===== src/include/prs_pkg.sv =====
// shared constants for the pin reset state and strap loader
package prs_pkg;
	// port counts and widths
	localparam int PRS_DIFF_PORTS = 16;
	localparam int PRS_SE_PORTS = 2;
	localparam int PRS_GPIO_W = 24;
	localparam int PRS_DIV_W = 6;
	localparam int PRS_SEL_W = 3;
	localparam int PRS_PORT_ID_W = 5;
	localparam int PRS_TEST_W = 2;
	localparam int PRS_ADDR_W = 8;
	localparam int PRS_DATA_W = 32;

	// link clock select code that bypasses the pll, lock then reads constant one
	localparam logic [PRS_SEL_W-1:0] PRS_SEL_BYPASS = 3'h0;

	// configuration port and the two ports that may still reach it when guarded
	localparam logic [PRS_PORT_ID_W-1:0] PRS_CFG_PORT = 5'h00;
	localparam logic [PRS_PORT_ID_W-1:0] PRS_TRUSTED_PORT_A = 5'h01;
	localparam logic [PRS_PORT_ID_W-1:0] PRS_TRUSTED_PORT_B = 5'h02;

	// pin levels held during reset
	localparam logic [PRS_DIFF_PORTS-1:0] PRS_RST_DIFF_POS = 16'h0000;
	localparam logic [PRS_DIFF_PORTS-1:0] PRS_RST_DIFF_NEG = 16'hffff;
	localparam logic [PRS_SE_PORTS-1:0] PRS_RST_SE_OUT = 2'h0;
	localparam logic [PRS_SE_PORTS-1:0] PRS_RST_SE_EN = 2'h3;
	localparam logic [PRS_GPIO_W-1:0] PRS_RST_GPIO_OE = 24'h000000;

	// register offsets (byte addresses)
	localparam logic [PRS_ADDR_W-1:0] PRS_OFS_FEATURE = 8'h00;
	localparam logic [PRS_ADDR_W-1:0] PRS_OFS_DIVISOR = 8'h04;
	localparam logic [PRS_ADDR_W-1:0] PRS_OFS_STATUS = 8'h08;

	// feature register bit positions
	localparam int PRS_FB_SPILL = 0;
	localparam int PRS_FB_START_REQ = 1;
	localparam int PRS_FB_AUTO_DISC = 2;
	localparam int PRS_FB_PLUG_PLAY = 3;
	localparam int PRS_FB_STATIC = 4;

	// divisor register field positions
	localparam int PRS_DB_INIT_LSB = 0;
	localparam int PRS_DB_RUN_LSB = 8;

	// status register bit positions
	localparam int PRS_SB_LOCK = 0;
	localparam int PRS_SB_GUARD = 1;
	localparam int PRS_SB_IRQ = 2;
	localparam int PRS_SB_TEST_LSB = 4;
	localparam int PRS_SB_SEL_LSB = 8;
	localparam int PRS_SB_DIV_LSB = 16;

	// strap vector layout: divisor, spill, start, auto, pnp, static, guard
	localparam int PRS_STRAP_W = PRS_DIV_W + 6;
endpackage : prs_pkg


===== src/design/prs_sync2.sv =====
// two flip-flop synchroniser for level inputs arriving from pins
`timescale 1ns/10ps
module prs_sync2 #(
	parameter int W = 1
) (
	input wire logic clk,
	input wire logic reset,
	input wire logic [W-1:0] async_in,
	output logic [W-1:0] sync_out
);
	typedef struct packed {
		logic [W-1:0] meta;
		logic [W-1:0] stable;
	} prs_sync_t;

	prs_sync_t state;
	prs_sync_t next_state;

	// meta is only ever copied into stable, nothing else looks at it
	always_comb begin
		next_state = state;
		next_state.meta = async_in;
		next_state.stable = state.meta;
		if (reset) begin
			next_state = '0;
		end
	end

	always_ff @(posedge clk) begin
		state <= next_state;
	end

	assign sync_out = state.stable;
endmodule : prs_sync2


===== src/design/prs_reset_sync.sv =====
// internal reset generator: asserts at once from the pin, releases on the clock
`timescale 1ns/10ps
module prs_reset_sync (
	input wire logic clk,
	input wire logic sys_reset_low,
	output logic int_reset
);
	typedef struct packed {
		logic release_meta;
		logic release_done;
	} prs_rst_t;

	prs_rst_t state;
	prs_rst_t next_state;

	// a one walks in after the pin rises; second stage only reads the first
	always_comb begin
		next_state.release_meta = 1'b1;
		next_state.release_done = state.release_meta;
	end

	// async clear loads constants only, so the pin can never glitch a data path
	always_ff @(posedge clk or negedge sys_reset_low) begin
		if (!sys_reset_low) begin
			state <= '0;
		end else begin
			state <= next_state;
		end
	end

	assign int_reset = ~state.release_done;
endmodule : prs_reset_sync


===== src/design/prs_pin_reset.sv =====
// pin reset states, strap capture and reset-default registers of the router
`timescale 1ns/10ps
module prs_pin_reset
	import prs_pkg::*;
(
	input wire logic clk,
	input wire logic reset,
	// board pins
	input wire logic sys_reset_low,
	input wire logic [PRS_SEL_W-1:0] link_clock_select,
	input wire logic [PRS_TEST_W-1:0] test_mode_enable,
	input wire logic config_port_guard,
	input wire logic [PRS_DIV_W-1:0] link_divisor_strap,
	input wire logic spill_strap,
	input wire logic plug_play_strap,
	input wire logic start_on_request_strap,
	input wire logic auto_disconnect_strap,
	input wire logic static_route_strap,
	input wire logic pll_locked,
	output logic lock_out,
	output logic irq_out,
	// differential links, core side request and pin side result
	input wire logic [PRS_DIFF_PORTS-1:0] core_data_pos,
	input wire logic [PRS_DIFF_PORTS-1:0] core_strobe_pos,
	output logic [PRS_DIFF_PORTS-1:0] link_data_out_pos,
	output logic [PRS_DIFF_PORTS-1:0] link_data_out_neg,
	output logic [PRS_DIFF_PORTS-1:0] link_strobe_out_pos,
	output logic [PRS_DIFF_PORTS-1:0] link_strobe_out_neg,
	// single-ended links
	input wire logic [PRS_SE_PORTS-1:0] core_se_data,
	input wire logic [PRS_SE_PORTS-1:0] core_se_strobe,
	input wire logic [PRS_SE_PORTS-1:0] core_se_enable,
	output logic [PRS_SE_PORTS-1:0] se_data_out,
	output logic [PRS_SE_PORTS-1:0] se_strobe_out,
	output logic [PRS_SE_PORTS-1:0] se_xcvr_enable,
	// general pins: mux request in, pin drive out
	input wire logic [PRS_GPIO_W-1:0] mux_gpio_out,
	input wire logic [PRS_GPIO_W-1:0] mux_gpio_oe,
	output logic [PRS_GPIO_W-1:0] gpio_out,
	output logic [PRS_GPIO_W-1:0] gpio_oe,
	// events from the router core
	input wire logic error_event,
	input wire logic status_event,
	input wire logic irq_ack,
	// accesses arriving for the configuration port
	input wire logic cfg_access_valid,
	input wire logic [PRS_PORT_ID_W-1:0] cfg_access_src,
	output logic cfg_access_grant,
	output logic cfg_access_refused,
	// feature defaults handed to the link ports and router
	output logic [PRS_DIV_W-1:0] init_divisor,
	output logic [PRS_DIV_W-1:0] run_divisor,
	output logic spill_enable,
	output logic start_on_request_enable,
	output logic auto_disconnect_enable,
	output logic plug_play_enable,
	output logic static_route_enable,
	output logic device_in_reset,
	// register port
	input wire logic [PRS_ADDR_W-1:0] reg_addr,
	input wire logic [PRS_DATA_W-1:0] reg_wdata,
	input wire logic reg_write,
	input wire logic reg_read,
	output logic [PRS_DATA_W-1:0] reg_rdata
);
	typedef struct packed {
		logic [PRS_DIV_W-1:0] init_div;
		logic [PRS_DIV_W-1:0] run_div;
		logic spill;
		logic start_req;
		logic auto_disc;
		logic plug_play;
		logic static_route;
		logic lock;
		logic irq;
		logic [PRS_DIFF_PORTS-1:0] data_pos;
		logic [PRS_DIFF_PORTS-1:0] data_neg;
		logic [PRS_DIFF_PORTS-1:0] strobe_pos;
		logic [PRS_DIFF_PORTS-1:0] strobe_neg;
		logic [PRS_SE_PORTS-1:0] se_data;
		logic [PRS_SE_PORTS-1:0] se_strobe;
		logic [PRS_SE_PORTS-1:0] se_enable;
		logic [PRS_GPIO_W-1:0] gpio_data;
		logic [PRS_GPIO_W-1:0] gpio_dir;
		logic [PRS_DATA_W-1:0] rdata;
	} prs_state_t;

	prs_state_t state;
	prs_state_t next_state;

	logic int_reset;
	logic rst_any;
	logic [PRS_STRAP_W-1:0] strap_raw;
	logic [PRS_STRAP_W-1:0] strap_sync;
	logic [PRS_SEL_W-1:0] sel_sync;
	logic [PRS_TEST_W-1:0] test_sync;
	logic lock_sync;
	logic guard;
	logic [PRS_DIV_W-1:0] div_strap;
	logic trusted_src;

	// internal reset from the pin
	prs_reset_sync u_reset_sync (
		.clk(clk),
		.sys_reset_low(sys_reset_low),
		.int_reset(int_reset)
	);

	// every strap is a pin, so all of them pass two flops before use
	assign strap_raw = {config_port_guard, static_route_strap, plug_play_strap,
		auto_disconnect_strap, start_on_request_strap, spill_strap, link_divisor_strap};

	prs_sync2 #(
		.W(PRS_STRAP_W)
	) u_strap_sync (
		.clk(clk),
		.reset(reset),
		.async_in(strap_raw),
		.sync_out(strap_sync)
	);

	prs_sync2 #(
		.W(PRS_SEL_W)
	) u_sel_sync (
		.clk(clk),
		.reset(reset),
		.async_in(link_clock_select),
		.sync_out(sel_sync)
	);

	// test enables are only reported, the system keeps them low
	prs_sync2 #(
		.W(PRS_TEST_W)
	) u_test_sync (
		.clk(clk),
		.reset(reset),
		.async_in(test_mode_enable),
		.sync_out(test_sync)
	);

	// lock comes from the pll on its own clock
	prs_sync2 #(
		.W(1)
	) u_lock_sync (
		.clk(clk),
		.reset(reset),
		.async_in(pll_locked),
		.sync_out(lock_sync)
	);

	assign rst_any = reset | int_reset;
	assign div_strap = strap_sync[PRS_DIV_W-1:0];
	assign guard = strap_sync[PRS_DIV_W+5];

	// ports 1 and 2 stay allowed even with the guard up
	assign trusted_src = (cfg_access_src == PRS_TRUSTED_PORT_A) || (cfg_access_src == PRS_TRUSTED_PORT_B);

	// access filter is combinational so no access is delayed by the guard
	always_comb begin
		cfg_access_grant = 1'b0;
		cfg_access_refused = 1'b0;
		if (cfg_access_valid && !rst_any) begin
			if (guard && !trusted_src) begin
				cfg_access_refused = 1'b1;
			end else begin
				cfg_access_grant = 1'b1;
			end
		end
	end

	// next state of every register
	always_comb begin
		next_state = state;
		next_state.rdata = '0;

		// pins follow the core once out of reset, registered to keep pin timing clean
		next_state.data_pos = core_data_pos;
		next_state.data_neg = ~core_data_pos;
		next_state.strobe_pos = core_strobe_pos;
		next_state.strobe_neg = ~core_strobe_pos;
		next_state.se_data = core_se_data;
		next_state.se_strobe = core_se_strobe;
		next_state.se_enable = core_se_enable;
		next_state.gpio_data = mux_gpio_out;
		next_state.gpio_dir = mux_gpio_oe;

		// lock shows the pll, or is forced high when the pll is bypassed
		next_state.lock = lock_sync || (sel_sync == PRS_SEL_BYPASS);

		// sticky interrupt: an event in the ack cycle keeps the line up
		if (irq_ack) begin
			next_state.irq = 1'b0;
		end
		if (error_event || status_event) begin
			next_state.irq = 1'b1;
		end

		// software may override the strap defaults after reset
		if (reg_write) begin
			unique case (reg_addr)
				PRS_OFS_FEATURE: begin
					next_state.spill = reg_wdata[PRS_FB_SPILL];
					next_state.start_req = reg_wdata[PRS_FB_START_REQ];
					next_state.auto_disc = reg_wdata[PRS_FB_AUTO_DISC];
					next_state.plug_play = reg_wdata[PRS_FB_PLUG_PLAY];
					next_state.static_route = reg_wdata[PRS_FB_STATIC];
				end
				PRS_OFS_DIVISOR: begin
					next_state.init_div = reg_wdata[PRS_DB_INIT_LSB +: PRS_DIV_W];
					next_state.run_div = reg_wdata[PRS_DB_RUN_LSB +: PRS_DIV_W];
				end
				default: begin
				end
			endcase
		end

		// read data stands one cycle after the strobe, unmapped reads give zero
		if (reg_read) begin
			unique case (reg_addr)
				PRS_OFS_FEATURE: begin
					next_state.rdata[PRS_FB_SPILL] = state.spill;
					next_state.rdata[PRS_FB_START_REQ] = state.start_req;
					next_state.rdata[PRS_FB_AUTO_DISC] = state.auto_disc;
					next_state.rdata[PRS_FB_PLUG_PLAY] = state.plug_play;
					next_state.rdata[PRS_FB_STATIC] = state.static_route;
				end
				PRS_OFS_DIVISOR: begin
					next_state.rdata[PRS_DB_INIT_LSB +: PRS_DIV_W] = state.init_div;
					next_state.rdata[PRS_DB_RUN_LSB +: PRS_DIV_W] = state.run_div;
				end
				PRS_OFS_STATUS: begin
					next_state.rdata[PRS_SB_LOCK] = state.lock;
					next_state.rdata[PRS_SB_GUARD] = guard;
					next_state.rdata[PRS_SB_IRQ] = state.irq;
					next_state.rdata[PRS_SB_TEST_LSB +: PRS_TEST_W] = test_sync;
					next_state.rdata[PRS_SB_SEL_LSB +: PRS_SEL_W] = sel_sync;
					next_state.rdata[PRS_SB_DIV_LSB +: PRS_DIV_W] = div_strap;
				end
				default: begin
				end
			endcase
		end

		// reset: pins to their safe levels, straps sampled every cycle so the
		// last sample before release becomes the default
		if (rst_any) begin
			next_state.lock = 1'b0;
			next_state.irq = 1'b0;
			next_state.data_pos = PRS_RST_DIFF_POS;
			next_state.strobe_pos = PRS_RST_DIFF_POS;
			next_state.data_neg = PRS_RST_DIFF_NEG;
			next_state.strobe_neg = PRS_RST_DIFF_NEG;
			next_state.se_data = PRS_RST_SE_OUT;
			next_state.se_strobe = PRS_RST_SE_OUT;
			next_state.se_enable = PRS_RST_SE_EN;
			next_state.gpio_dir = PRS_RST_GPIO_OE;
			next_state.gpio_data = '0;
			next_state.rdata = '0;
			next_state.init_div = div_strap;
			next_state.run_div = div_strap;
			next_state.spill = strap_sync[PRS_DIV_W];
			next_state.start_req = strap_sync[PRS_DIV_W+1];
			next_state.auto_disc = strap_sync[PRS_DIV_W+2];
			next_state.plug_play = strap_sync[PRS_DIV_W+3];
			next_state.static_route = strap_sync[PRS_DIV_W+4];
		end
	end

	always_ff @(posedge clk) begin
		state <= next_state;
	end

	// general pin enables also drop at once with the internal reset, which asserts
	// without waiting for a clock, so a bus fight cannot last until an edge
	assign gpio_oe = int_reset ? PRS_RST_GPIO_OE : state.gpio_dir;
	assign gpio_out = state.gpio_data;

	assign lock_out = state.lock;
	assign irq_out = state.irq;
	assign link_data_out_pos = state.data_pos;
	assign link_data_out_neg = state.data_neg;
	assign link_strobe_out_pos = state.strobe_pos;
	assign link_strobe_out_neg = state.strobe_neg;
	assign se_data_out = state.se_data;
	assign se_strobe_out = state.se_strobe;
	assign se_xcvr_enable = state.se_enable;
	assign init_divisor = state.init_div;
	assign run_divisor = state.run_div;
	assign spill_enable = state.spill;
	assign start_on_request_enable = state.start_req;
	assign auto_disconnect_enable = state.auto_disc;
	assign plug_play_enable = state.plug_play;
	assign static_route_enable = state.static_route;
	assign device_in_reset = rst_any;
	assign reg_rdata = state.rdata;
endmodule : prs_pin_reset


===== config.mk =====
export PLATFORM = sky130hd
export DESIGN_NAME = prs_pin_reset
export DESIGN_NICKNAME = d
export VERILOG_FILES = /design/src/include/prs_pkg.sv /design/src/design/prs_sync2.sv /design/src/design/prs_reset_sync.sv /design/src/design/prs_pin_reset.sv
export SDC_FILE = /design/constraint.sdc
export NUM_CORES = 1
export LEC_CHECK = 0
export ABC_CLOCK_PERIOD_IN_PS = 2150
export BUFFER_PORTS_ARGS = -buffer_cell sky130_fd_sc_hd__buf_4
export CAP_MARGIN = 25
export CORE_ASPECT_RATIO = 0.6
export CORE_MARGIN = 2
export CORE_UTILIZATION = 47
export CTS_BUF_LIST = sky130_fd_sc_hd__clkbuf_8
export CTS_CLUSTER_DIAMETER = 150
export CTS_CLUSTER_SIZE = 12
export DETAILED_ROUTE_END_ITERATION = 7
export PLACE_DENSITY_LB_ADDON = 0.2
export SLEW_MARGIN = 5
export SYNTH_ARGS = -nofsm -noshare
export SYNTH_HDL_FRONTEND = slang
export SYNTH_SLANG_ARGS = --single-unit

===== constraint.sdc =====
create_clock -name clk -period 2.15 [get_ports clk]
set_input_delay 0.43 -clock clk [delete_from_list [all_inputs] [get_ports clk]]
set_output_delay 0.43 -clock clk [all_outputs]
set_load 0.1 [all_outputs]

Yosys cells after proc, flatten, opt, wreduce, memory -nomap -nowiden
Index checks and enable logic that the tools add are counted.
{"block": "totals", "register_bits": 207, "input_bits": 158, "word_cells": 82}
{"block": "op_classes", "n_eq_ne": 4, "n_mux": 21, "bitwise_logic": 7, "reduce_logical": 18}
{"op": "$mux W169", "n": 1}
{"op": "$not A16 Y16", "n": 2}
{"op": "$mux W24", "n": 1}
{"op": "$mux W6", "n": 4}
{"op": "$mux W17", "n": 1}
{"op": "$mux W12", "n": 1}
{"op": "$pmux W3 S3", "n": 1}
{"op": "$eq A8 B3 Y1 const B", "n": 1}
{"op": "$eq A8 B4 Y1 const B", "n": 1}
{"op": "$logic_not A8 Y1", "n": 1}
{"op": "$reduce_bool A2 Y1", "n": 4}
{"op": "$mux W1", "n": 6}
{"op": "$pmux W3 S2", "n": 1}
{"op": "$reduce_or A3 Y1", "n": 2}
{"op": "$eq A5 B1 Y1 const B", "n": 1}
{"op": "$eq A5 B2 Y1 const B", "n": 1}
{"op": "$mux W5", "n": 1}
{"op": "$not A1 Y1", "n": 4}
{"op": "$pmux W1 S2", "n": 2}
{"op": "$reduce_and A2 Y1", "n": 2}
{"op": "$logic_not A3 Y1", "n": 1}
{"op": "$logic_or A1 B1 Y1", "n": 3}
{"op": "$mux W3", "n": 1}
{"op": "$pmux W1 S3", "n": 1}
{"op": "other kinds (4)", "n": 6}

Longest topological paths before layout
{"block": "logic_depth", "word_depth": 6, "mapped_depth": 5, "mapped_depth_nobuf": 4}

Hierarchy
Synthesis repeated with hierarchy kept, for this count alone.
{"block": "hier_totals", "cells_unflattened": 646, "hier_area_um2": 6857.8}
{"module": "prs_pin_reset", "n_inst": 1, "cells_each": 551, "area_per_inst_um2": 5664.2}
{"module": "prs_sync2 at u_strap_sync", "n_inst": 1, "cells_each": 62, "area_per_inst_um2": 783.3}
{"module": "prs_sync2 at u_sel_sync", "n_inst": 1, "cells_each": 15, "area_per_inst_um2": 180.2}
{"module": "prs_sync2 at u_test_sync", "n_inst": 1, "cells_each": 10, "area_per_inst_um2": 120.1}
{"module": "prs_reset_sync", "n_inst": 1, "cells_each": 4, "area_per_inst_um2": 57.6}
{"module": "prs_sync2 at u_lock_sync", "n_inst": 1, "cells_each": 4, "area_per_inst_um2": 52.6}

Least setup slack after synthesis
OpenSTA, ideal clock, no wires.
{"block": "synth_path", "kind": "input to output", "start": "input cfg_access_src[0]", "end": "output cfg_access_grant", "arrival_time_ns": 2.215, "required_time_ns": 1.720, "setup_slack_ns": -0.495, "path_stages": 3, "cell_sequence": "xnor2_1 -> o41ai_1 -> nor2b_1"}
{"block": "synth_between", "elab_chain_cells": 6}
{"item": "start: declaration", "line": "prs_pin_reset.sv:47", "source": "input wire logic [PRS_PORT_ID_W-1:0] cfg_access_src,"}
{"item": "$eq A5 B1 Y1 / $eq A5 B2 Y1 (equally long branches)", "line": "prs_pin_reset.sv:156", "source": "assign trusted_src = (cfg_access_src == PRS_TRUSTED_PORT_A) || (cfg_access_src == PRS_TRUSTED_PORT_B);"}
{"item": "$logic_or A1 B1 Y1 (*)", "line": "prs_pin_reset.sv:156"}
{"item": "$logic_not A1 Y1 (*)", "line": "prs_pin_reset.sv:163", "source": "if (guard && !trusted_src) begin"}
{"item": "$logic_and A1 B1 Y1 (*)", "line": "prs_pin_reset.sv:163"}
{"item": "$mux W1 (*)", "line": "prs_pin_reset.sv:163"}
{"item": "$mux W1 (*)", "line": "prs_pin_reset.sv:162", "source": "if (cfg_access_valid && !rst_any) begin"}
{"item": "end: declaration", "line": "prs_pin_reset.sv:48", "source": "output logic cfg_access_grant,"}
Every way passes the cells marked *; elsewhere a longest branch is shown, timed or not.

Final worst setup path
{"block": "layout_path", "start": "register u_reset_sync.state[0] (netlist name)", "end": "output device_in_reset"}
{"block": "layout_between", "elab_chain_cells": 2}
{"item": "start: declaration", "line": "prs_reset_sync.sv:13", "source": "prs_rst_t state;"}
{"item": "start signal: assignment", "line": "prs_reset_sync.sv:27", "source": "state <= next_state;"}
{"item": "$not A1 Y1", "line": "prs_reset_sync.sv:31", "source": "assign int_reset = ~state.release_done;"}
{"item": "$or A1 B1 Y1", "line": "prs_pin_reset.sv:151", "source": "assign rst_any = reset | int_reset;"}
{"item": "end: declaration", "line": "prs_pin_reset.sv:58", "source": "output logic device_in_reset,"}
Every way passes these cells.

==> flow_metrics.py <==
metrics = {
    "cells_and_area": {
        "final_common_cell": "buf_4",
        "final_cell_mix": "buf_4 (306), dfxtp_1 (174), and2_1 (84), nand2_1 (68), nor2b_1 (38)",
        "num_antenna_cells": 0,
        "drive_above_1_share": 0.421,
        "syn2layout_area_growth_pct": 27.4,
        "nets": 967,
        "instances_no_fill": 1013,
    },
    "synthesis": {
        "ys_ff_latch": 193,
        "synth_cell_types": 31,
        "yosysSeqAreaShare": 0.604,
        "postSynthCellCount": 629,
        "syn_area_per_cell_sq_um": 10.6,
        "yosysWarningCount": 0,
        "synth_area_sq_um": 6700,
    },
    "clocking": {
        "postCtsSetupBuffers": 0,
        "root_buffer": "clkbuf_8",
        "cts_tree": "yes",
        "htree_levels": 4,
        "cts_sinks": 193,
        "cts_hold_buffers": 1,
        "cts_buffers": 17,
        "clk_path_buf_depth": 2,
        "clk_pin_slew_worst_paths_ns": 0.10,
        "post_cts_resized": 0,
        "clk_latency_ns": 0.43,
    },
    "global_routing": {
        "grt_antenna_before_repair": 0,
        "grt_pass1_vias": 4076,
        "grt_max_degree": 62,
        "grt_pass1_wl_um": 20100,
        "grt_overflow_total": 0,
        "track_usage": 0.174,
    },
    "setup_path": {
        "r2r-end": "spill_enable",
        "cpMaxStageDelayCell": "dfrtp_1",
        "crit_top_cell": "buf_4",
        "critPathRequiredTime_ns": 1.72,
        "reg2regPathDepth": 5,
        "crit_type": "register to output pin",
        "cp.arrival_ns": 1.54,
        "cp.depth": 4,
        "cp-start-kind": "register",
        "cp_top_family": "buffers and inverters",
        "rrSetupSlack_ns": 0.49,
        "crit_chain": "nor2b_4 > buf_4 > inv_1 > buf_4",
        "end_kind": "output pin",
        "critical-path-max-stage-delay_ns": 0.38,
        "critPathCapture": "device_in_reset",
        "rr_startpoint": "u_reset_sync.state[0]",
        "path_buf_inv": 3,
        "cp-startpoint": "u_reset_sync.state[0]",
        "path_max_fanout": 12,
    },
    "routing": {
        "routed_via_density": 4.15,
        "wl_met3_um": 1250,
        "route.met2.wl_um": 6930,
        "highest-signal-layer": "met4",
        "post_drt_wl_per_cell_um": 13.8,
        "m1WireLength_um": 5640,
        "drtIter0Drc": 170,
        "vias": 4199,
        "drt-total-wl_um": 14000,
        "drtPass1Iterations": 4,
        "ant_nets": 0,
        "drcViolationCount": 0,
    },
    "placed_design": {
        "dp_slack_ns": 0.191,
        "io_buffers": 295,
        "hpwl_um": 11000,
        "place_inst": 981,
        "place.gp.congestion": 0.855,
    },
    "floorplan": {
        "io_pins": 330,
        "initial_utilization": 0.485,
        "die_h_um": 96.5,
        "dieArea_sq_um": 15200,
        "num_rows": 33,
        "core_sq_um": 13800,
        "die_w_um": 158,
    },
    "power": {
        "vdd_drop_max_uv": 478,
        "power_per_cell_area_nw_per_um2": 892,
        "leakagePower_nw": 4.26,
    },
    "run_status": {
        "outcome": "completed",
    },
    "timing": {
        "fmax_ghz": 0.507,
        "period_needed_ns": 1.97,
        "finClkSkew_ns": 0.0130,
        "post-route-period-util": 0.917,
        "setup_violations": 0,
        "layout_setup_ws_ns": 0.178,
        "hold_violations": 0,
        "rsz0062_at_grt": "false",
        "slew_violations": 0,
    },
    "hold_path": {
        "hold_class": "primary input to register",
    },
    "run": {
        "cap_violations": 0,
    },
}
[layout make-up]
class,count,area (sq um)
clock inverter,14,138
fill,1180,5260
tap,192,240
inverter,34,128
sequential,193,4040
multi-input combinational,256,1440
timing repair buffer,307,2310
clock buffer,17,234
[cells in the mapped netlist]
| cell | n | area (sq um) |
|---|---|---|
| a2bb2oi_1 | 1 | 8.76 |
| dfxtp_1 | 174 | 3480 |
| nor2b_2 | 1 | 8.76 |
| or2_2 | 3 | 18.8 |
| and4_1 | 1 | 8.76 |
| o21ai_0 | 1 | 5.00 |
| clkbuf_2 | 4 | 20.0 |
| nor3_2 | 1 | 10.0 |
| nand2b_1 | 3 | 18.8 |
| nor2b_1 | 39 | 244 |
| clkbuf_1 | 8 | 30.0 |
| and2_1 | 84 | 526 |
| buf_4 | 142 | 1070 |
| dfrtp_1 | 2 | 50.1 |
| inv_1 | 34 | 128 |
| nand4_4 | 1 | 21.3 |
| mux2i_1 | 5 | 50.1 |
| xnor2_1 | 1 | 8.76 |
| nor2_1 | 10 | 37.5 |
| a21oi_1 | 4 | 20.0 |
| and3_1 | 9 | 56.3 |
| edfxtp_1 | 17 | 510 |
| buf_2 | 5 | 25.0 |
| conb_1 | 2 | 7.51 |
| o31ai_1 | 1 | 7.51 |
| nand2_1 | 68 | 255 |
| nor4_4 | 1 | 21.3 |
| a22oi_1 | 4 | 30.0 |
| nor3_1 | 1 | 5.00 |
| nand3_1 | 1 | 5.00 |
| o41ai_1 | 1 | 8.76 |
[worst min path at each step]
stage / from / to / slack (ns) / cells past startpoint
2_1_floorplan: sys_reset_low / u_reset_sync.next_state[0] / 0.13 / 0
3_3_place_gp: sys_reset_low / u_reset_sync.next_state[0] / 0.21 / 1
3_5_place_dp: sys_reset_low / u_reset_sync.next_state[0] / 0.22 / 1
4_1_cts: core_data_pos[9] / link_data_out_neg[9] / 0.13 / 2
5_1_grt: core_strobe_pos[15] / link_strobe_out_neg[15] / 0.12 / 2
6_report: core_data_pos[9] / link_data_out_neg[9] / 0.16 / 2
[cells by family (layout without fill, tap and decap cells)]
kind of cell / Yosys count / in the layout / share of synthesized area
AND/OR/NAND/NOR: 223 / 223 / 0.185
flip-flops: 193 / 193 / 0.604
buffers and inverters: 193 / 372 / 0.189
AO/OA/AOI/OAI: 12 / 12 / 0.0120
multiplexers: 5 / 5 / 0.00748
other: 2 / 15 / 0.00112
XOR/XNOR: 1 / 1 / 0.00131
[power by group]
group,total (W),internal (W),switching (W)
sequential,0.00384,0.00379,0.0000540
clock,0.00219,0.000860,0.00133
combinational,0.00159,0.000395,0.00119
[worst register-to-register path, cell delays in order, from the launching register on]
cell	delay (ns)
dfrtp_1	0.38
nor2b_4	0.20
buf_4	0.22
buf_4	0.33
o31ai_1	0.12
buf_4	0.18
[routing by layer]
layer	GRT usage	up-vias
met1	0.203	1898
met5	0	-
met4	0.0578	0
met3	0.0607	14
li1	-	2121
met2	0.303	166
[flip-flops by register name, summed over array words and instances (netlist names), 3 cells and up]
register               cells
gpio_out                  24
state                     24
reg_rdata                 18
link_data_out_neg         16
link_data_out_pos         16
link_strobe_out_neg       16
link_strobe_out_pos       16
u_strap_sync.state        12
u_strap_sync.sync_out     12
init_divisor               6
run_divisor                6
u_sel_sync.state           3
u_sel_sync.sync_out        3
[metrics by stage]
stage | utilization | hold WS, ns | area [sq um] | power (W) | TNS [ns]
2_1_floorplan | - | 0.134 | 6750 | 0.00522 | -0.0622
3_3_place_gp | 0.591 | 0.213 | 8150 | 0.00550 | 0
3_5_place_dp | 0.591 | 0.215 | 8150 | 0.00552 | 0
4_1_cts | 0.619 | 0.126 | 8530 | 0.00771 | 0
5_1_grt | 0.619 | 0.125 | 8530 | 0.00792 | 0
6_report | 0.619 | 0.157 | 8530 | 0.00761 | 0
Note: power is estimated with default switching activity, not from simulation.
